==> config.mk <==
export PLATFORM = sky130hd
export DESIGN_NAME = pdm_power_ctrl
export DESIGN_NICKNAME = d
export VERILOG_FILES = /design/src/logic/pdm_pkg.sv /design/src/logic/pdm_cnt_if.sv /design/src/logic/pdm_stab_counter.sv /design/src/logic/pdm_power_ctrl.sv
export SDC_FILE = /design/constraint.sdc
export NUM_CORES = 1
export LEC_CHECK = 0
export ABC_AREA = 1
export BUFFER_PORTS_ARGS = -buffer_cell sky130_fd_sc_hd__buf_2
export CORE_MARGIN = 5
export CORE_UTILIZATION = 52
export DETAILED_ROUTE_END_ITERATION = 7
export PLACE_DENSITY = 0.8
export SYNTH_ARGS = -nofsm -noshare
export SYNTH_HDL_FRONTEND = slang
export SYNTH_SLANG_ARGS = --single-unit
==> constraint.sdc <==
create_clock -name clk -period 2.45 [get_ports clk]
set_input_delay 0.49 -clock clk [delete_from_list [all_inputs] [get_ports clk]]
set_output_delay 0.49 -clock clk [all_outputs]
set_load 0.02 [all_outputs]
==> src/logic/pdm_pkg.sv <==
// shared constants and types of the power-down mode controller
package pdm_pkg;
	// power states, gray coded along run-halt-sleep-stop-idle-standby
	typedef enum logic [2:0] {
		PDM_RUN = 3'h0,
		PDM_HALT = 3'h1,
		PDM_SLEEP = 3'h3,
		PDM_SYSSTOP = 3'h2,
		PDM_IDLE = 3'h6,
		PDM_STANDBY = 3'h7,
		PDM_RECOVER = 3'h5,
		PDM_BUSHOLD = 3'h4
	} pdm_state_t;

	// avalon byte offsets
	localparam logic [3:0] PDM_OFS_CPU_CTRL = 4'h0;
	localparam logic [3:0] PDM_OFS_IO_CTRL = 4'h4;
	localparam logic [3:0] PDM_OFS_INT_EN = 4'h8;
	localparam logic [3:0] PDM_OFS_STATUS = 4'hC;

	// cpu_control_register fields
	localparam int PDM_CCR_SEL_HI = 6;
	localparam int PDM_CCR_BUS_WAKE = 5;
	localparam int PDM_CCR_SEL_LO = 3;
	localparam logic [7:0] PDM_CCR_RESET = 8'h00;
	// io_control_register fields
	localparam int PDM_ICR_PERIPH_STOP = 5;
	localparam logic [7:0] PDM_ICR_MASK = 8'hE0;
	localparam logic [7:0] PDM_ICR_RESET = 8'h00;
	// interrupt enables: external 0..2, bit 3 on-chip peripherals
	localparam int PDM_NUM_EXT_INT = 3;
	localparam int PDM_IEN_PERIPH = 3;
	localparam logic [3:0] PDM_IEN_RESET = 4'h0;

	// timing, all counted in 40 MHz clocks
	localparam int PDM_CLK_MHZ = 40;
	localparam int PDM_RESET_MIN_CLOCKS = 6;
	localparam int PDM_WAKE_HALF_CLOCKS = 3;
	localparam int PDM_WAKE_CYCLES = (PDM_WAKE_HALF_CLOCKS + 1) / 2;
	localparam int PDM_IDLE_CLOCKS = 8;
	localparam int PDM_IDLE_CYCLES = PDM_IDLE_CLOCKS + PDM_WAKE_CYCLES;
	localparam int PDM_QUICK_LOG2 = 6;
	localparam int PDM_QUICK_CYCLES = (1 << PDM_QUICK_LOG2) + PDM_WAKE_CYCLES;
	localparam int PDM_STANDBY_LOG2 = 17;
	localparam int PDM_STANDBY_CYCLES =
		(1 << PDM_STANDBY_LOG2) + PDM_WAKE_CYCLES;
	localparam int PDM_STAB_WIDTH = 18;
endpackage

==> src/logic/pdm_cnt_if.sv <==
// link between the controller and its stabilisation counter
interface pdm_cnt_if #(
	parameter int W = 18
);
	logic load;
	logic [W-1:0] value;
	logic done;
	modport ctl (output load, output value, input done);
	modport cnt (input load, input value, output done);
endinterface

==> src/logic/pdm_stab_counter.sv <==
// reloadable down counter for oscillator stabilisation and wake delays
module pdm_stab_counter #(
	parameter int W = 18
) (
	input wire logic clk,
	input wire logic rst,
	pdm_cnt_if.cnt cnt_port
);
	import pdm_pkg::*;

	logic [W-1:0] count;

	// a load always restarts from the full value
	always_ff @(posedge clk or posedge rst) begin
		if (rst) begin
			count <= '0;
		end else if (cnt_port.load) begin
			count <= cnt_port.value;
		end else if (count != '0) begin
			count <= count - W'(1);
		end
	end

	assign cnt_port.done = (count == '0) && !cnt_port.load;
endmodule

==> src/logic/pdm_power_ctrl.sv <==
// power-down mode controller: halt, sleep, stop, idle and standby
// Behaviour
// RL1: halt opcode stops execution, cpu clock keeps running.
// RL2: halted: interrupts, bus exchange, refresh, dma run; halt low; dummy fetch.
// RL3: reset low six clocks while halted restarts at address zero.
// RL4: unmasked interrupt or nmi ends halt; masked one leaves it halted.
// RL5: sleep instruction enters sleep.
// RL6: sleep stops cpu clock, refresh, dma; oscillator, peripherals, grant run.
// RL7: sleep drives address high, controls inactive high, data floating.
// RL8: reset low six clocks in sleep restarts at address zero.
// RL9: nmi ends sleep with the nmi response.
// RL10: disabled interrupt ignored; enabled one with global enable responds.
// RL11: enabled interrupt, global enable clear: wake and continue after sleep.
// RL12: peripheral stop bit halts serial and timers; clearing resumes them.
// RL13: stop bit plus sleep stops all; peripherals cannot wake it.
// RL14: recovery 1.5 clocks sleep, 8+1.5 idle, count+1.5 standby.
// RL15: standby entry: ccr bits 6,3 = 1,0, stop bit set, sleep.
// RL16: standby also stops oscillator, internal clocks and clock output.
// RL17: external interrupt or bus request restarts oscillator, counts 2^17.
// RL18: source must hold for whole count, else back to standby.
// RL19: bus wake bit set: bus request wakes standby, bus released, grant.
// RL20: bus request withdrawn: retake bus, drive high, leave standby.
// RL21: bus wake bit clear: bus request does not wake standby.
// RL22: after reset or interrupt exit, bus stays released while requested.
// RL23: idle entry bits 6,3 = 0,1; oscillator runs, clocks gated.
// RL24: idle exit skips long count, controls back eight clocks later.
// RL25: ccr bits 6,3 both set: quick standby with 2^6 count.
// RL26: exactly one power state held; reset returns to run.
// RL27: stabilisation counter reloaded in full at each recovery start.
//
// Chosen here: the register addresses and the Avalon-MM slave port.
module pdm_power_ctrl #(
	parameter int STANDBY_CYCLES = pdm_pkg::PDM_STANDBY_CYCLES,
	parameter int QUICK_CYCLES = pdm_pkg::PDM_QUICK_CYCLES
) (
	input wire logic clk,
	input wire logic rst,
	input wire logic [3:0] avs_address,
	input wire logic avs_read,
	input wire logic avs_write,
	input wire logic [31:0] avs_writedata,
	input wire logic [3:0] avs_byteenable,
	output logic [31:0] avs_readdata,
	output logic avs_waitrequest,
	input wire logic reset_pin_n,
	input wire logic halt_exec,
	input wire logic sleep_instruction,
	input wire logic nmi_n,
	input wire logic [pdm_pkg::PDM_NUM_EXT_INT-1:0] ext_int_req,
	input wire logic periph_int_req,
	input wire logic global_interrupt_enable_flag,
	input wire logic bus_request_input_n,
	output logic bus_grant_output_n,
	output logic bus_float,
	output logic address_outputs_high,
	output logic ctrl_inactive,
	output logic data_float,
	output logic halt_n,
	output logic halt_dummy_fetch,
	output logic cpu_clk_en,
	output logic refresh_en,
	output logic dma_controller_en,
	output logic peripheral_clk_en,
	output logic osc_en,
	output logic system_clock_output_en,
	output logic reset_seq_start,
	output logic int_response,
	output logic nmi_response,
	output logic resume_next
);
	import pdm_pkg::*;

	localparam int W = PDM_STAB_WIDTH;

	pdm_state_t state, next_state;
	logic [7:0] cpu_control_register;
	logic [7:0] io_control_register;
	logic [3:0] int_enable;
	logic [2:0] reset_low_count;
	logic nmi_prev, nmi_pend;
	logic cause_nmi, cause_bus, from_standby;
	logic next_cause_nmi, next_cause_bus, next_from_standby;
	logic next_int_resp, next_nmi_resp, next_resume;
	logic pin_reset_hit, wake_mask, ext_wake, bus_wake, src_held;
	logic peripheral_stop_bit, next_grant, next_quiet;
	logic bus_req, bus_ack;

	pdm_cnt_if #(.W(W)) stab_if ();

	pdm_stab_counter #(.W(W)) u_stab (
		.clk(clk),
		.rst(rst),
		.cnt_port(stab_if.cnt)
	);

	function automatic logic stopped(input pdm_state_t s);
		stopped = (s == PDM_SLEEP) || (s == PDM_SYSSTOP) ||
			(s == PDM_IDLE) || (s == PDM_STANDBY) || (s == PDM_RECOVER);
	endfunction

	function automatic logic [31:0] zext8(input logic [7:0] v);
		zext8 = {24'h0, v};
	endfunction

	assign peripheral_stop_bit = io_control_register[PDM_ICR_PERIPH_STOP];
	assign bus_req = !bus_request_input_n;
	assign pin_reset_hit =
		(reset_low_count == 3'(PDM_RESET_MIN_CLOCKS - 1)) && !reset_pin_n;

	// ---------------- avalon slave ----------------
	// one wait cycle per access; write lands when waitrequest is low
	assign bus_ack = (avs_read || avs_write) && !avs_waitrequest;

	always_ff @(posedge clk or posedge rst) begin
		if (rst) begin
			avs_waitrequest <= 1'b1;
		end else begin
			avs_waitrequest <= !((avs_read || avs_write) && avs_waitrequest);
		end
	end

	always_ff @(posedge clk or posedge rst) begin
		if (rst) begin
			avs_readdata <= 32'h0;
		end else if (avs_read && avs_waitrequest) begin
			unique case (avs_address)
				PDM_OFS_CPU_CTRL: avs_readdata <= zext8(cpu_control_register);
				PDM_OFS_IO_CTRL: avs_readdata <= zext8(io_control_register);
				PDM_OFS_INT_EN: avs_readdata <= {28'h0, int_enable};
				PDM_OFS_STATUS: avs_readdata <= {24'h0, stab_if.done,
					from_standby, cause_bus, cause_nmi, nmi_pend, state};
				default: avs_readdata <= 32'h0;
			endcase
		end
	end

	// control registers, cleared again by a pin reset
	always_ff @(posedge clk or posedge rst) begin
		if (rst) begin
			cpu_control_register <= PDM_CCR_RESET;
			io_control_register <= PDM_ICR_RESET;
			int_enable <= PDM_IEN_RESET;
		end else if (pin_reset_hit) begin
			cpu_control_register <= PDM_CCR_RESET;
			io_control_register <= PDM_ICR_RESET;
			int_enable <= PDM_IEN_RESET;
		end else if (bus_ack && avs_write && avs_byteenable[0]) begin
			unique case (avs_address)
				PDM_OFS_CPU_CTRL: cpu_control_register <= avs_writedata[7:0];
				PDM_OFS_IO_CTRL:
					io_control_register <= avs_writedata[7:0] & PDM_ICR_MASK;
				PDM_OFS_INT_EN: int_enable <= avs_writedata[3:0];
				default: ;
			endcase
		end
	end

	// ---------------- reset pin and nmi ----------------
	always_ff @(posedge clk or posedge rst) begin
		if (rst) begin
			reset_low_count <= 3'h0;
		end else if (reset_pin_n) begin
			reset_low_count <= 3'h0;
		end else if (!pin_reset_hit) begin
			reset_low_count <= reset_low_count + 3'h1;
		end
	end

	// nmi is edge triggered and latched; a new edge beats the clear
	always_ff @(posedge clk or posedge rst) begin
		if (rst) begin
			nmi_prev <= 1'b1;
			nmi_pend <= 1'b0;
		end else begin
			nmi_prev <= nmi_n;
			if (nmi_prev && !nmi_n) begin
				nmi_pend <= 1'b1; // [RL9]
			end else if (next_nmi_resp || pin_reset_hit) begin
				nmi_pend <= 1'b0;
			end
		end
	end

	// ---------------- next state ----------------
	always_comb begin
		// stopped peripherals cannot raise a wake request
		wake_mask = (|(ext_int_req & int_enable[PDM_NUM_EXT_INT-1:0])) ||
			(periph_int_req && int_enable[PDM_IEN_PERIPH] &&
			!peripheral_stop_bit); // [RL10] [RL13]
		ext_wake = |(ext_int_req & int_enable[PDM_NUM_EXT_INT-1:0]);
		bus_wake = bus_req &&
			cpu_control_register[PDM_CCR_BUS_WAKE]; // [RL19] [RL21]
		src_held = cause_nmi || (cause_bus ? bus_wake : ext_wake);
		next_state = state;
		next_cause_nmi = cause_nmi;
		next_cause_bus = cause_bus;
		next_from_standby = from_standby;
		next_int_resp = 1'b0;
		next_nmi_resp = 1'b0;
		next_resume = 1'b0;
		stab_if.load = 1'b0;
		stab_if.value = W'(PDM_WAKE_CYCLES);
		unique case (state)
			PDM_RUN: begin
				if (halt_exec) begin
					next_state = PDM_HALT; // [RL1]
				end else if (sleep_instruction) begin
					if (!peripheral_stop_bit) begin
						next_state = PDM_SLEEP; // [RL5]
					end else if (cpu_control_register[PDM_CCR_SEL_HI]) begin
						next_state = PDM_STANDBY; // [RL15] [RL25]
					end else if (cpu_control_register[PDM_CCR_SEL_LO]) begin
						next_state = PDM_IDLE; // [RL23]
					end else begin
						next_state = PDM_SYSSTOP; // [RL13]
					end
				end
			end
			PDM_HALT: begin
				if (nmi_pend) begin
					next_state = PDM_RUN; // [RL4]
					next_nmi_resp = 1'b1;
				end else if (wake_mask && global_interrupt_enable_flag) begin
					next_state = PDM_RUN; // [RL4]
					next_int_resp = 1'b1;
				end
			end
			PDM_SLEEP, PDM_SYSSTOP: begin
				if (nmi_pend || wake_mask) begin
					next_state = PDM_RECOVER; // [RL14]
					next_cause_nmi = nmi_pend;
					next_cause_bus = 1'b0;
					next_from_standby = 1'b0;
					stab_if.load = 1'b1;
				end
			end
			PDM_IDLE: begin
				if (nmi_pend || ext_wake || bus_wake) begin
					next_state = PDM_RECOVER; // [RL24]
					next_cause_nmi = nmi_pend;
					next_cause_bus = !nmi_pend && !ext_wake;
					next_from_standby = 1'b0;
					stab_if.load = 1'b1;
					stab_if.value = W'(PDM_IDLE_CYCLES);
				end
			end
			PDM_STANDBY: begin
				if (nmi_pend || ext_wake || bus_wake) begin
					next_state = PDM_RECOVER; // [RL17]
					next_cause_nmi = nmi_pend;
					next_cause_bus = !nmi_pend && !ext_wake;
					next_from_standby = 1'b1;
					stab_if.load = 1'b1; // [RL27]
					stab_if.value = cpu_control_register[PDM_CCR_SEL_LO] ?
						W'(QUICK_CYCLES) : W'(STANDBY_CYCLES); // [RL25]
				end
			end
			PDM_RECOVER: begin
				if (from_standby && !src_held) begin
					next_state = PDM_STANDBY; // [RL18]
				end else if (stab_if.done) begin
					if (cause_nmi) begin
						next_state = PDM_RUN; // [RL9]
						next_nmi_resp = 1'b1;
					end else if (cause_bus) begin
						next_state = PDM_BUSHOLD; // [RL19]
					end else begin
						next_state = PDM_RUN;
						next_int_resp = global_interrupt_enable_flag; // [RL10]
						next_resume = !global_interrupt_enable_flag; // [RL11]
					end
				end
			end
			PDM_BUSHOLD: begin
				if (!bus_req) begin
					next_state = PDM_RUN; // [RL20]
					next_resume = 1'b1;
				end
			end
		endcase
		if (pin_reset_hit) begin
			next_state = PDM_RUN; // [RL3] [RL8] [RL26]
			next_int_resp = 1'b0;
			next_nmi_resp = 1'b0;
			next_resume = 1'b0;
		end
	end

	always_ff @(posedge clk or posedge rst) begin
		if (rst) begin
			state <= PDM_RUN; // [RL26]
		end else begin
			state <= next_state;
		end
	end

	always_ff @(posedge clk or posedge rst) begin
		if (rst) begin
			cause_nmi <= 1'b0;
			cause_bus <= 1'b0;
			from_standby <= 1'b0;
		end else begin
			cause_nmi <= next_cause_nmi;
			cause_bus <= next_cause_bus;
			from_standby <= next_from_standby;
		end
	end

	// ---------------- bus ownership ----------------
	always_comb begin
		// granted in run, halt, sleep, stop and bus hold, never in idle, standby or recovery
		next_grant = bus_req && ((next_state == PDM_RUN) ||
			(next_state == PDM_HALT) || (next_state == PDM_SLEEP) ||
			(next_state == PDM_SYSSTOP) ||
			(next_state == PDM_BUSHOLD)); // [RL2] [RL6] [RL22]
		next_quiet = stopped(next_state) && !next_grant;
	end

	always_ff @(posedge clk or posedge rst) begin
		if (rst) begin
			bus_grant_output_n <= 1'b1;
			bus_float <= 1'b0;
			address_outputs_high <= 1'b0;
			ctrl_inactive <= 1'b0;
			data_float <= 1'b0;
		end else begin
			bus_grant_output_n <= !next_grant; // [RL19]
			bus_float <= next_grant;
			address_outputs_high <= next_quiet; // [RL7] [RL20]
			ctrl_inactive <= next_quiet; // [RL7]
			data_float <= next_quiet || next_grant; // [RL7]
		end
	end

	// ---------------- clock and block enables ----------------
	always_ff @(posedge clk or posedge rst) begin
		if (rst) begin
			cpu_clk_en <= 1'b1;
			refresh_en <= 1'b1;
			dma_controller_en <= 1'b1;
			peripheral_clk_en <= 1'b1;
			osc_en <= 1'b1;
			system_clock_output_en <= 1'b1;
			halt_n <= 1'b1;
			halt_dummy_fetch <= 1'b0;
		end else begin
			cpu_clk_en <= !stopped(next_state) &&
				(next_state != PDM_BUSHOLD); // [RL1] [RL6]
			refresh_en <= (next_state == PDM_RUN) ||
				(next_state == PDM_HALT); // [RL2] [RL6]
			dma_controller_en <= (next_state == PDM_RUN) ||
				(next_state == PDM_HALT); // [RL6]
			peripheral_clk_en <= !io_control_register[PDM_ICR_PERIPH_STOP]
				&& !pin_reset_hit; // [RL12]
			osc_en <= next_state != PDM_STANDBY; // [RL16] [RL17]
			system_clock_output_en <= (next_state != PDM_IDLE) &&
				(next_state != PDM_STANDBY) &&
				(next_state != PDM_RECOVER || !next_cause_bus &&
				!next_from_standby && (state != PDM_IDLE)); // [RL16] [RL23]
			halt_n <= next_state != PDM_HALT; // [RL2]
			halt_dummy_fetch <= next_state == PDM_HALT; // [RL2]
		end
	end

	// ---------------- exit pulses ----------------
	always_ff @(posedge clk or posedge rst) begin
		if (rst) begin
			reset_seq_start <= 1'b0;
			int_response <= 1'b0;
			nmi_response <= 1'b0;
			resume_next <= 1'b0;
		end else begin
			reset_seq_start <= pin_reset_hit; // [RL3] [RL8]
			int_response <= next_int_resp; // [RL4] [RL10]
			nmi_response <= next_nmi_resp; // [RL4] [RL9]
			resume_next <= next_resume; // [RL11]
		end
	end
endmodule

; ---- Yosys cells after proc, flatten, opt, wreduce, memory -nomap -nowiden
; Index checks and enable logic that the tools add are counted.
[totals]
register_bits = 97
in_bits = 54
output_inout_bits = 50
elab_cells = 203
[op_classes]
add_sub_neg = 2
n_eq_ne = 27
mux = 71
bitwise_logic = 1
n_reduce_logical = 74
[ops]
columns = operator, n
row1 = $mux 18, 4
row2 = $mux 3, 17
row3 = $mux 8, 6
row4 = $pmux 18 s2, 1
row5 = $pmux 8 s4, 1
row6 = $mux 1, 30
row7 = $eq 3x3->1 const B, 9
row8 = $logic_and 1x1->1, 22
row9 = $logic_not 18->1, 1
row10 = $pmux 3 s6, 1
row11 = $reduce_bool 18->1, 1
row12 = $sub 18x1->18 const B, 1
row13 = $logic_or 1x1->1, 17
row14 = $logic_not 1->1, 16
row15 = $mux 4, 4
row16 = $ne 3x3->1 const B, 5
row17 = $reduce_bool 2->1, 7
row18 = $eq 3x2->1 const B, 4
row19 = $pmux 1 s2, 6
row20 = $eq 4x4->1 const B, 2
row21 = $eq 3x1->1 const B, 2
row22 = $logic_not 3->1, 2
row23 = $reduce_and 2->1, 3
row24 = $eq 4x3->1 const B, 1
row25 = other kinds (10), 12

; ---- Logic depth before layout (Yosys ltp)
; Gate-level depths: netlist of the first run.
[depth]
word_depth = 21
ltp_mapped = 15
depth_no_buf = 15

; ---- Hierarchy
; Synthesis of the first run repeated with hierarchy kept, for this count alone.
[hier_totals]
cells_unflattened = 516
area_unflattened_um2 = 3913.8
[modules_own_cells]
columns = mod, instances, cells_per_inst, area_per_inst_um2, seq_area_each_um2
row1 = pdm_power_ctrl, 1, 328, 2662.6, 1262.5
row2 = pdm_stab_counter, 1, 188, 1251.2, 450.4

; ---- Worst setup path before layout of the first run
; No wires, ideal clock.
[synth_path]
kind = flip-flop to flip-flop
start = register u_stab.count[0]
end = register ctrl_inactive
setup_time_ps = 113
t_arrival_ps = 1627
required_time_ps = 2337
setup_slack_ps = 710
stages_incl_launch_ff = 16
path_buffers = 0
period_less_slack_ps = 1740
cell_sequence = dfrtp_1 > inv_1 > ha_1 > nand2_1 > nor2_1 > nand3_1 > nor2_4 > nand3_2 > nand2_1 > nand3_1 > nand2_1 > nand2_2 > nand3_2 > nand2_4 > nand2_1 > inv_1
[synth_via]
elab_chain_len = 14
word_cells_on_any_way = 25
cone_classes = eq/ne: 7 / mux: 4 / reduce/logical: 14
[synth_rtl]
columns = element, line_no
row1 = from (decl), pdm_stab_counter.sv:11  ; logic [W-1:0] count;
row2 = from (signal assigned), pdm_stab_counter.sv:18  ; count <= cnt_port.value;
row3 = from (signal assigned), pdm_stab_counter.sv:20  ; count <= count - W'(1);
row4 = $logic_not 18->1 (*), pdm_stab_counter.sv:24  ; assign cnt_port.done = (count == '0) && !cnt_port.load;
row5 = $logic_and 1x1->1 (*), pdm_stab_counter.sv:24
row6 = $mux 3 (*), pdm_power_ctrl.sv:261  ; end else if (stab_if.done) begin
row7 = $mux 3 (*), pdm_power_ctrl.sv:259  ; if (from_standby && !src_held) begin
row8 = $pmux 3 s6 (*), pdm_power_ctrl.sv:203  ; unique case (state)
row9 = $mux 3 (*), pdm_power_ctrl.sv:281  ; if (pin_reset_hit) begin
row10 = $eq 3x1->1 or $logic_not 3->1 (tied branches), "pdm_power_ctrl.sv:313, pdm_power_ctrl.sv:312"
row11 = $logic_or 1x1->1, pdm_power_ctrl.sv:312  ; next_grant = bus_req && ((next_state == PDM_RUN) ||
row12 = $logic_or 1x1->1 (2 in a row), pdm_power_ctrl.sv:313  ; (next_state == PDM_HALT) || (next_state == PDM_SLEEP) ||
row13 = $logic_or 1x1->1, pdm_power_ctrl.sv:314  ; (next_state == PDM_SYSSTOP) ||
row14 = $logic_and 1x1->1, pdm_power_ctrl.sv:312
row15 = $logic_not 1->1, pdm_power_ctrl.sv:316  ; next_quiet = stopped(next_state) && !next_grant;
row16 = $logic_and 1x1->1 (*), pdm_power_ctrl.sv:316
row17 = net next_quiet, pdm_power_ctrl.sv:85  ; logic peripheral_stop_bit, next_grant, next_quiet;
row18 = to (signal assigned), pdm_power_ctrl.sv:330  ; ctrl_inactive <= next_quiet;
row19 = to (decl), pdm_power_ctrl.sv:56  ; output logic ctrl_inactive,
; The timed path passes the listed nets; every way through them passes the cells marked *.
; A chain may end at the register's enable or synchronous reset.

; ---- Final worst setup path of the first run
[layout_path]
start = register u_stab.count[0]
end = register resume_next
[layout_via]
elab_chain_len = 6
[layout_rtl]
columns = element, line_no
row1 = $logic_not 18->1, pdm_stab_counter.sv:24
row2 = $logic_and 1x1->1, pdm_stab_counter.sv:24
row3 = $mux 1, pdm_power_ctrl.sv:261
row4 = $mux 1, pdm_power_ctrl.sv:259
row5 = $pmux 1 s2, pdm_power_ctrl.sv:203
row6 = $mux 1, pdm_power_ctrl.sv:281
row7 = net next_resume, pdm_power_ctrl.sv:83  ; logic next_int_resp, next_nmi_resp, next_resume;
row8 = to (signal assigned), pdm_power_ctrl.sv:376  ; resume_next <= next_resume;
row9 = to (decl), pdm_power_ctrl.sv:69  ; output logic resume_next
; The timed path passes the listed nets, and every way through them passes these cells.

==> flow_metrics.py, run 1 <==
metrics = {
    "critical_path": {
        "start_kind": "flop",
        "worstSetupPathType": "flop to flop",
        "max_stage_delay_ns": 0.38,
        "slowest_stage": "dfrtp_1",
        "worstSetupPathDepth": 11,
        "crit_required_ns": 2.72,
        "cp_top_family": "simple AND/OR/NAND/NOR gates",
        "crit_chain": "inv_1, ha_1, nand2_1, nor2_1, nand3_1, nor2_4, nand3_2, inv_2, nand4_1, or2_1, a21oi_2",
        "cp_num_buf_inv": 2,
        "worst-path-max-fanout": 7,
        "r2r_cells": 11,
        "cp_data_arrival_time_ns": 2.32,
        "cp-end-kind": "flop",
    },
    "floorplanning": {
        "initial_core_util_pct": 54.0,
        "io_pins": 104,
        "die_w_um": 94.2,
        "die_h_um": 94.2,
        "core_region_area_um2": 6830,
        "dieArea_um2": 8870,
        "rows": 30,
    },
    "sta": {
        "rsz0062_at_grt": "false",
        "fin_skew_ns": 0.00460,
        "fmaxAchievable_mhz": 486,
        "hold_ws_ns": 0.202,
        "drv_slew": 0,
        "setup_violations": 0,
        "slew_headroom_pct": 33.8,
        "fin_crit_sh_pct": 83.9,
        "hold_viol": 0,
        "period_needed_ns": 2.06,
        "setup-tns-final_ns": 0,
        "worst_slew_pin_slew_ns": 0.993,
    },
    "cts": {
        "cts.path.max_buffers": 2,
        "cts_sinks": 68,
        "ctsResizeCount": 0,
        "clk_pin_slew_worst_paths_ns": 0.08,
        "clkLatencyLatePin_ns": 0.35,
        "root_buffer": "clkbuf_8",
        "cts_tree": "yes",
        "cts_buffers": 9,
        "post_cts_buffers": 0,
        "cts_max_level": 3,
        "holdBufCountCts": 0,
    },
    "synthesis": {
        "synth_xor_area_share_pct": 1.90,
        "synth_compound_gate_area_share_pct": 11.0,
        "synth_top_area_share_pct": 40.0,
        "seq_area_frac_synth_pct": 46.5,
        "syn-cell-area_um2": 3690,
        "synth_mux_area_share_pct": 0,
        "synth_top_family_by_area": "simple AND/OR/NAND/NOR gates",
        "yosysWarnings": 0,
        "synth_area_leaders": "dfrtp_1, nand2_1, dfstp_2, o21ai_0, inv_1",
        "synth_cells": 461,
        "synthAdderAreaFrac_pct": 1.36,
        "synth-seq-cells": 68,
        "syn_area_per_cell_um2": 8.00,
        "synth_area_leader_cell": "dfrtp_1",
        "ys_types": 39,
        "yosys.area_share.simple_pct": 26.9,
    },
    "final_layout": {
        "mostFrequentLayoutCell": "nand2_1",
        "syn2layout_area_growth_pct": 13.7,
        "layout-drive-gt1-share_pct": 21.9,
        "n_antenna_cell": 0,
        "layout_common_cells": "nand2_1, dfrtp_1, inv_1",
        "fill_cells": 613,
        "fin_nets": 578,
        "final_util_pct": 61.4,
        "fin_cells": 621,
    },
    "detailed_routing": {
        "remaining_drc_errors": 0,
        "ant_nets": 0,
        "drt_first_pass_iters": 5,
        "vias": 3134,
        "drt-initial-drc-count": 177,
        "avgRoutedWirePerCell_um": 13.2,
        "wirelength_mm": 8.22,
        "vias_per_cell": 5.05,
    },
    "run_status": {
        "status": "finished clean",
    },
    "power_and_ir_drop": {
        "clkPwrFrac_pct": 20.8,
        "ir_drop_mv": 0.776,
        "seqPwrFrac_pct": 37.6,
        "internal_power_mw": 2.78,
        "combPwrFrac_pct": 41.6,
        "cellPowerDensity_nw_per_um2": 1170,
        "p_sw_share_pct": 43.1,
        "p_sw_mw": 2.11,
        "power.leakage_nw": 2.19,
    },
    "place": {
        "place_inst": 605,
        "gp_congestion": 0.924,
        "dp_hpwl_mm": 6.11,
        "numPortBuffers": 52,
    },
    "global_routing": {
        "grt_start_max_net_pins": 69,
        "gr-total-overflow": 0,
        "grt_pass1_vias": 3094,
        "grt_pass1_wl_mm": 14.0,
        "track_usage_pct": 20.0,
        "antenna_found_initial": 0,
    },
    "worst_hold_path": {
        "hp-class": "input port to asynchronous set/reset pin",
    },
    "job": {
        "maxCapViolations": 0,
    },
}
-- sequential cells by signal (all words and copies together) (netlist names), 3 cells and up --
register	flops
io_control_register	3
state	3
int_enable	4
u_stab.count	18
reset_low_count	3
avs_readdata	8
cpu_control_register	8
-- path summary, 6_finish.rpt --
kind                                 startpoint              end  slack (ns)
worst max-delay path            u_stab.count[0]      resume_next        0.39
worst min-delay path                        rst  avs_readdata[7]        0.20
worst max register to register  u_stab.count[0]      resume_next        0.39
worst min register to register  avs_waitrequest  avs_waitrequest        0.48
max in group asynchronous                   rst           halt_n        1.92
min in group clk                          nmi_n         nmi_prev        0.25
-- power groups by stage --
stage	combinational [mW]	sequential, mW	clock [mW]
floorplan	1.47	1.91	0
global placement	1.95	1.83	0
detailed placement	2.03	1.85	0
CTS	2.03	1.83	1.03
global route	2.33	1.88	1.09
finish	2.03	1.84	1.02
-- synthesized netlist by cell type --
library cell,number
nand2_1,96
dfrtp_1,59
inv_1,56
nor2_1,45
o21ai_0,43
buf_4,26
nand3_1,24
a21oi_1,18
nor3_1,12
dfstp_2,9
nand2_2,9
inv_2,7
xor2_1,7
nand3_2,6
nor2_4,5
ha_1,4
nand4_1,4
clkbuf_1,3
nor2_2,3
a211oi_1,2
a221oi_1,2
nand3b_1,2
nor4_1,2
o22ai_1,2
a21oi_2,1
a22oi_1,1
a31oi_1,1
buf_2,1
clkinv_1,1
conb_1,1
nand2_4,1
nor3_4,1
o211ai_1,1
o21a_1,1
o21ai_2,1
o311ai_0,1
or2_1,1
or2_2,1
xnor2_1,1
-- routing by layer --
layer | global-route usage (%) | vias up | wire length, um
met3 | 4.01 | 14 | 582
met2 | 33.1 | 122 | 4020
met4 | 6.98 | 0 | 108
li1 | - | 1542 | -
met5 | 0 | - | 0
met1 | 25.9 | 1456 | 3510
-- layout make-up --
class | instances | area [um2] | share of cell area (%)
clock buffers | 10 | 128 | 3.04
flip-flops and latches | 68 | 1710 | 40.8
clock inverters | 6 | 88.8 | 2.12
inverters | 64 | 240 | 5.73
repair buffers | 55 | 295 | 7.04
multi-input cells | 322 | 1610 | 38.4
well taps | 96 | 120 | 2.86
-- worst min-delay path: stages --
cell    delay, ns
buf_2        0.10
inv_2        0.06
buf_12       0.30
-- stage by stage --
step	area, um2	power, mW	setup WS (ns)
2_1_floorplan	3770	3.38	0.263
3_3_place_gp	3980	3.78	0.467
3_5_place_dp	3980	3.87	0.433
4_1_cts	4190	4.89	0.404
5_1_grt	4190	5.30	0.193
6_report	4190	4.89	0.394
-- cells by family after synthesis --
| family | count (synthesis) |
|---|---|
| AOI/OAI and AO/OA | 74 |
| xor gates and xnor gates | 8 |
| adders and majority gates | 4 |
| buffers and inverters | 94 |
| DFF | 68 |
| other | 1 |
| and+or+nand+nor | 212 |
Power figures use the tool's default switching activity.
==> run 2: changes to the inputs <==
Settings changed: ABC_AREA 1 to 0.
Clock period 2.45 ns to 1.9 ns, I/O delays scaled along.
==> flow_metrics.py, run 2 <==
metrics = {
    "final_layout": {
        "layout_common_cells": "dfrtp_1, buf_4, buf_2",
        "largestRegisters": "u_stab.count: 18 flops, avs_readdata: 8 flops, cpu_control_register: 8 flops",
        "largest_reg_flops": 18,
        "fin_cells": 562,
        "syn2layout_area_growth_pct": 30.9,
        "regMostFlops": "u_stab.count",
        "final_util_pct": 69.0,
        "fin_nets": 535,
        "layout-drive-gt1-share_pct": 36.9,
        "mostFrequentLayoutCell": "dfrtp_1",
        "n_antenna_cell": 0,
    },
    "sta": {
        "worst_slack_ns": -0.292,
        "hold_ws_ns": 0.110,
        "rsz0062_at_grt": "true",
        "hold_viol": 0,
        "slew_headroom_pct": 64.1,
        "period_needed_ns": 2.19,
        "fin_skew_ns": 0.00978,
        "fmaxAchievable_mhz": 456,
        "drv_slew": 0,
        "setup_violations": 20,
        "worst_slew_pin_slew_ns": 0.534,
        "fin_crit_sh_pct": 115,
    },
    "floorplanning": {
        "core_region_area_um2": 6720,
        "io_pins": 104,
        "die_w_um": 92.5,
        "initial_core_util_pct": 52.7,
        "rows": 30,
        "die_h_um": 92.5,
        "dieArea_um2": 8560,
    },
    "detailed_routing": {
        "avgRoutedWirePerCell_um": 15.6,
        "wl_met1_mm": 3.70,
        "drt_first_pass_iters": 5,
        "wirelength_mm": 8.77,
        "wl_met3_um": 505,
        "wl_met2_mm": 4.32,
        "ant_nets": 0,
        "top_layer_used": "met4",
        "drt-initial-drc-count": 152,
        "remaining_drc_errors": 0,
        "vias": 3080,
        "vias_per_cell": 5.48,
    },
    "critical_path": {
        "cp-end-kind": "flop",
        "cp_data_arrival_time_ns": 2.46,
        "start_kind": "flop",
        "crit_required_ns": 2.17,
        "worstSetupPathType": "flop to flop",
        "worst-path-max-fanout": 6,
    },
    "synthesis": {
        "synth_area_leaders": "dfrtp_1, dfstp_2, mux2i_1, buf_4, nor2_1",
        "seq_area_frac_synth_pct": 48.4,
        "syn-cell-area_um2": 3540,
        "synth_top_area_share_pct": 41.7,
        "synth_flop_cell": "dfrtp_1",
        "synth_edf_count": 0,
        "synth.top_cells.by_count": "dfrtp_1, nor2_1, nand2_1",
        "synth_cells": 367,
        "synth_most_common_cell": "dfrtp_1",
        "ys_types": 54,
        "yosysWarnings": 0,
        "synth-seq-cells": 68,
        "syn_area_per_cell_um2": 9.65,
        "synth_area_leader_cell": "dfrtp_1",
        "async_flop_share_pct": 100,
    },
    "cts": {
        "clkLatencyLatePin_ns": 0.35,
        "cts.path.max_buffers": 2,
        "cts_buffers": 9,
        "cts_tree": "yes",
        "clk_pin_slew_worst_paths_ns": 0.07,
        "cts_max_level": 3,
        "root_buffer": "clkbuf_8",
        "cts_sinks": 68,
    },
    "worst_hold_path": {
        "hp-class": "input port to asynchronous set/reset pin",
    },
    "global_routing": {
        "grt_pass1_wl_mm": 14.1,
        "gr-total-overflow": 0,
        "grt_pass1_vias": 3053,
        "grt_start_max_net_pins": 69,
        "antenna_found_initial": 0,
        "track_usage_pct": 20.9,
    },
    "place": {
        "gp_congestion": 0.889,
        "numPortBuffers": 52,
        "dp_hpwl_mm": 6.28,
        "place_inst": 543,
    },
    "power_and_ir_drop": {
        "ir_drop_mv": 0.808,
        "total_power_mw": 6.33,
        "power.leakage_nw": 2.34,
        "cellPowerDensity_nw_per_um2": 1360,
    },
    "job": {
        "maxCapViolations": 0,
    },
    "run_status": {
        "violations": "negative setup slack",
        "status": "finished, violations left",
    },
}
run 2: changes by cell type in the layout (fill, tap and decap cells not counted), sizes merged, moves of 5 or more:
cell / change
nor4: +6
nor3: -6
inv: -50
o21ai: -26
mux2i: +20
nand2: -77
or3: +5
xnor2: +8
nand3: -20
buf: +61
run 2: report_power, final:
part,internal [mW],leakage (nW),switching [mW],total [mW]
registers,1.87,0.872,0.288,2.16
logic,1.46,1.38,1.64,3.10
clock network,0.543,0.0905,0.521,1.06
total,3.87,2.34,2.45,6.33
run 2: area by class of cell:
cell class / instances / area [um2]
clock buffers: 14 / 163
well taps: 80 / 100
repair buffers: 116 / 772
clock inverters: 2 / 10.0
fillers: 508 / 2080
multi-input cells: 268 / 1820
flip-flops and latches: 68 / 1710
inverters: 14 / 56.3
run 2: repair_timing:
action                     4_1_cts  5_1_grt
pin swaps                        6       11
hold buffers                     0        0
setup buffers                    2        1
setup endpoints to repair       20       26
resized for setup               21       21
hold endpoints to repair         0        0
run 2: layer usage:
metal	vias up	GRT usage, %
met5	-	0
met1	1486	25.8
met4	0	11.0
met3	24	3.74
li1	1454	-
met2	116	34.7
run 2: stage by stage:
| step | setup WS, ns | TNS (ns) | instance area (um2) |
|---|---|---|---|
| global route | -0.343 | -5.06 | 4640 |
| global placement | -0.285 | -3.50 | 4240 |
| detailed placement | -0.380 | -5.15 | 4240 |
| CTS | -0.287 | -3.61 | 4540 |
| floorplan | -0.330 | -3.18 | 3660 |
| finish | -0.292 | -3.46 | 4640 |
run 2: cell families after synthesis:
| group | synth area share (%) |
|---|---|
| other | 0.106 |
| buffers and inverters | 8.48 |
| and+or+nand+nor | 18.7 |
| muxes | 6.93 |
| adders and majority gates | 1.41 |
| DFF | 48.4 |
| xor gates and xnor gates | 2.97 |
| AOI/OAI and AO/OA | 13.0 |
run 2: worst paths after layout:
path / slack, ns / from / end / depth (start not counted)
min in group clk: 0.14 / nmi_n / nmi_prev / 1
setup / recovery: -0.29 / int_enable[0] / ctrl_inactive / 7
setup reg to reg: -0.29 / int_enable[0] / ctrl_inactive / 7
hold reg to reg: 0.48 / avs_readdata[6] / avs_readdata[6] / 2
max in group asynchronous: 1.43 / rst / osc_en / 3
hold / removal: 0.11 / rst / avs_readdata[6] / 3
run 2: critical path, stage by stage, from the launching register on:
cell and delay, ns:
dfrtp_1 0.39, a222oi_1 0.37, buf_4 0.21, a41oi_4 0.11, or4_4 0.45, a31oi_4 0.30
nand2_1 0.14, a21oi_2 0.16
==> run 3: changes to the inputs <==
Settings changed: ABC_AREA 0 to 1.
==> flow_metrics.py, run 3 (same netlist as run 1, synthesis figures left out) <==
metrics = {
    "critical_path": {
        "cp-end-kind": "flop",
        "start_kind": "flop",
        "cp_data_arrival_time_ns": 2.08,
        "worstSetupPathType": "flop to flop",
        "worst-path-max-fanout": 5,
        "crit_required_ns": 2.12,
    },
    "floorplanning": {
        "io_pins": 104,
        "dieArea_um2": 8870,
        "rows": 30,
        "die_h_um": 94.2,
        "initial_core_util_pct": 54.0,
        "core_region_area_um2": 6830,
        "die_w_um": 94.2,
    },
    "sta": {
        "drv_slew": 0,
        "hold_ws_ns": 0.0679,
        "rsz0062_at_grt": "true",
        "period_needed_ns": 1.85,
        "hold_viol": 0,
        "fmaxAchievable_mhz": 539,
        "worst_slew_pin_slew_ns": 0.595,
        "slew_headroom_pct": 60.3,
        "fin_crit_sh_pct": 97.6,
        "fin_skew_ns": 0.00690,
        "setup_violations": 0,
        "worst_slack_ns": 0.0461,
    },
    "global_routing": {
        "grt_pass1_vias": 3212,
        "grt_pass1_wl_mm": 14.8,
        "antenna_found_initial": 0,
        "gr-total-overflow": 0,
        "track_usage_pct": 21.1,
        "grt_start_max_net_pins": 33,
    },
    "final_layout": {
        "layout_common_cells": "nand2_1, dfrtp_1, inv_1, buf_2, o21ai_0",
        "final_util_pct": 64.6,
        "syn2layout_area_growth_pct": 19.7,
        "fin_cells": 640,
        "layout-drive-gt1-share_pct": 27.8,
        "regMostFlops": "u_stab.count",
        "largest_reg_flops": 18,
        "n_antenna_cell": 0,
        "largestRegisters": "u_stab.count: 18 flops, avs_readdata: 8 flops, cpu_control_register: 8 flops",
        "finish.instance_area_um2": 4420,
        "fin_nets": 597,
        "mostFrequentLayoutCell": "nand2_1",
    },
    "power_and_ir_drop": {
        "clkPwrFrac_pct": 18.3,
        "internal_power_mw": 3.69,
        "ir_drop_mv": 1.05,
        "power.leakage_nw": 2.29,
        "cellPowerDensity_nw_per_um2": 1490,
        "seqPwrFrac_pct": 36.1,
        "p_sw_share_pct": 43.9,
        "combPwrFrac_pct": 45.7,
        "p_sw_mw": 2.89,
    },
    "place": {
        "placed_cell_area_um2": 4080,
        "dp_hpwl_mm": 6.57,
        "place_inst": 618,
        "post-place-ws_ns": 0.0327,
        "numPortBuffers": 52,
        "gp_congestion": 0.949,
    },
    "detailed_routing": {
        "remaining_drc_errors": 0,
        "vias_per_cell": 5.09,
        "wirelength_mm": 9.23,
        "vias": 3258,
        "avgRoutedWirePerCell_um": 14.4,
        "drt_first_pass_iters": 5,
        "ant_nets": 0,
        "drt-initial-drc-count": 255,
    },
    "cts": {
        "clk_pin_slew_worst_paths_ns": 0.07,
        "cts_sinks": 68,
        "cts_tree": "yes",
        "root_buffer": "clkbuf_8",
        "cts_buffers": 9,
        "holdBufCountCts": 0,
        "cts_max_level": 3,
        "clkLatencyLatePin_ns": 0.34,
        "cts.path.max_buffers": 2,
    },
    "run_status": {
        "status": "finished clean",
    },
    "worst_hold_path": {
        "hp-class": "input port to asynchronous set/reset pin",
    },
    "job": {
        "maxCapViolations": 0,
    },
}
[run 3: cell types whose count changed in the layout (fill, tap and decap cells not counted), sizes merged, moves of 20 or more]
cell,change
o21ai,+26
inv,+49
buf,-42
mux2i,-20
nand3,+20
nand2,+77
[run 3: cell type report]
cell class	instances	area, um2
clock buffers	15	166
clock inverters	1	30.0
fillers	578	2420
inverters	64	246
multi-input cells	322	1700
flip-flops and latches	68	1710
well taps	96	120
repair buffers	74	438
[run 3: final timing paths]
kind / from / endpoint / slack [ns] / depth (start not counted)
min in group clk: nmi_n / nmi_prev / 0.15 / 1
max in group asynchronous: rst / peripheral_clk_en / 1.19 / 3
worst min register to register: avs_waitrequest / avs_waitrequest / 0.48 / 1
worst max register to register: u_stab.count[0] / u_stab.count[14] / 0.05 / 9
worst min-delay path: rst / avs_readdata[5] / 0.07 / 2
worst max-delay path: u_stab.count[0] / u_stab.count[14] / 0.05 / 9
[run 3: what timing repair did]
| item | in CTS | in global routing |
|---|---|---|
| setup buffers | 0 | 6 |
| gates resized for setup | 2 | 24 |
| setup endpoints to repair | 3 | 20 |
| pin swaps | 0 | 7 |
[run 3: power by group through the flow]
stage                     clock, mW  sequential (mW)  combinational, mW
after floorplan                   0             2.47               1.90
after global placement            0             2.34               2.62
after detailed placement          0             2.36               2.72
after CTS                      1.22             2.34               2.75
after global routing           1.29             2.44               3.34
final                          1.20             2.37               3.00
[run 3: through the flow]
stage | power [mW] | setup TNS [ns]
2_1_floorplan | 4.37 | 0
3_3_place_gp | 4.97 | 0
3_5_place_dp | 5.08 | 0
4_1_cts | 6.32 | 0
5_1_grt | 7.07 | -0.138
6_report | 6.58 | 0
[run 3: layer usage]
layer,wire (um),GRT usage [%]
met5,0,0
met4,127,4.93
met1,3890,28.3
met3,611,4.73
met2,4600,34.8
[run 3: worst max-delay path, stage by stage, from the launching register on]
cell	delay, ns
dfrtp_1	0.39
inv_2	0.10
buf_4	0.12
ha_1	0.18
nand2_1	0.15
nor2_2	0.22
nand2_2	0.15
nor4_4	0.21
a21oi_1	0.11
o21a_1	0.11
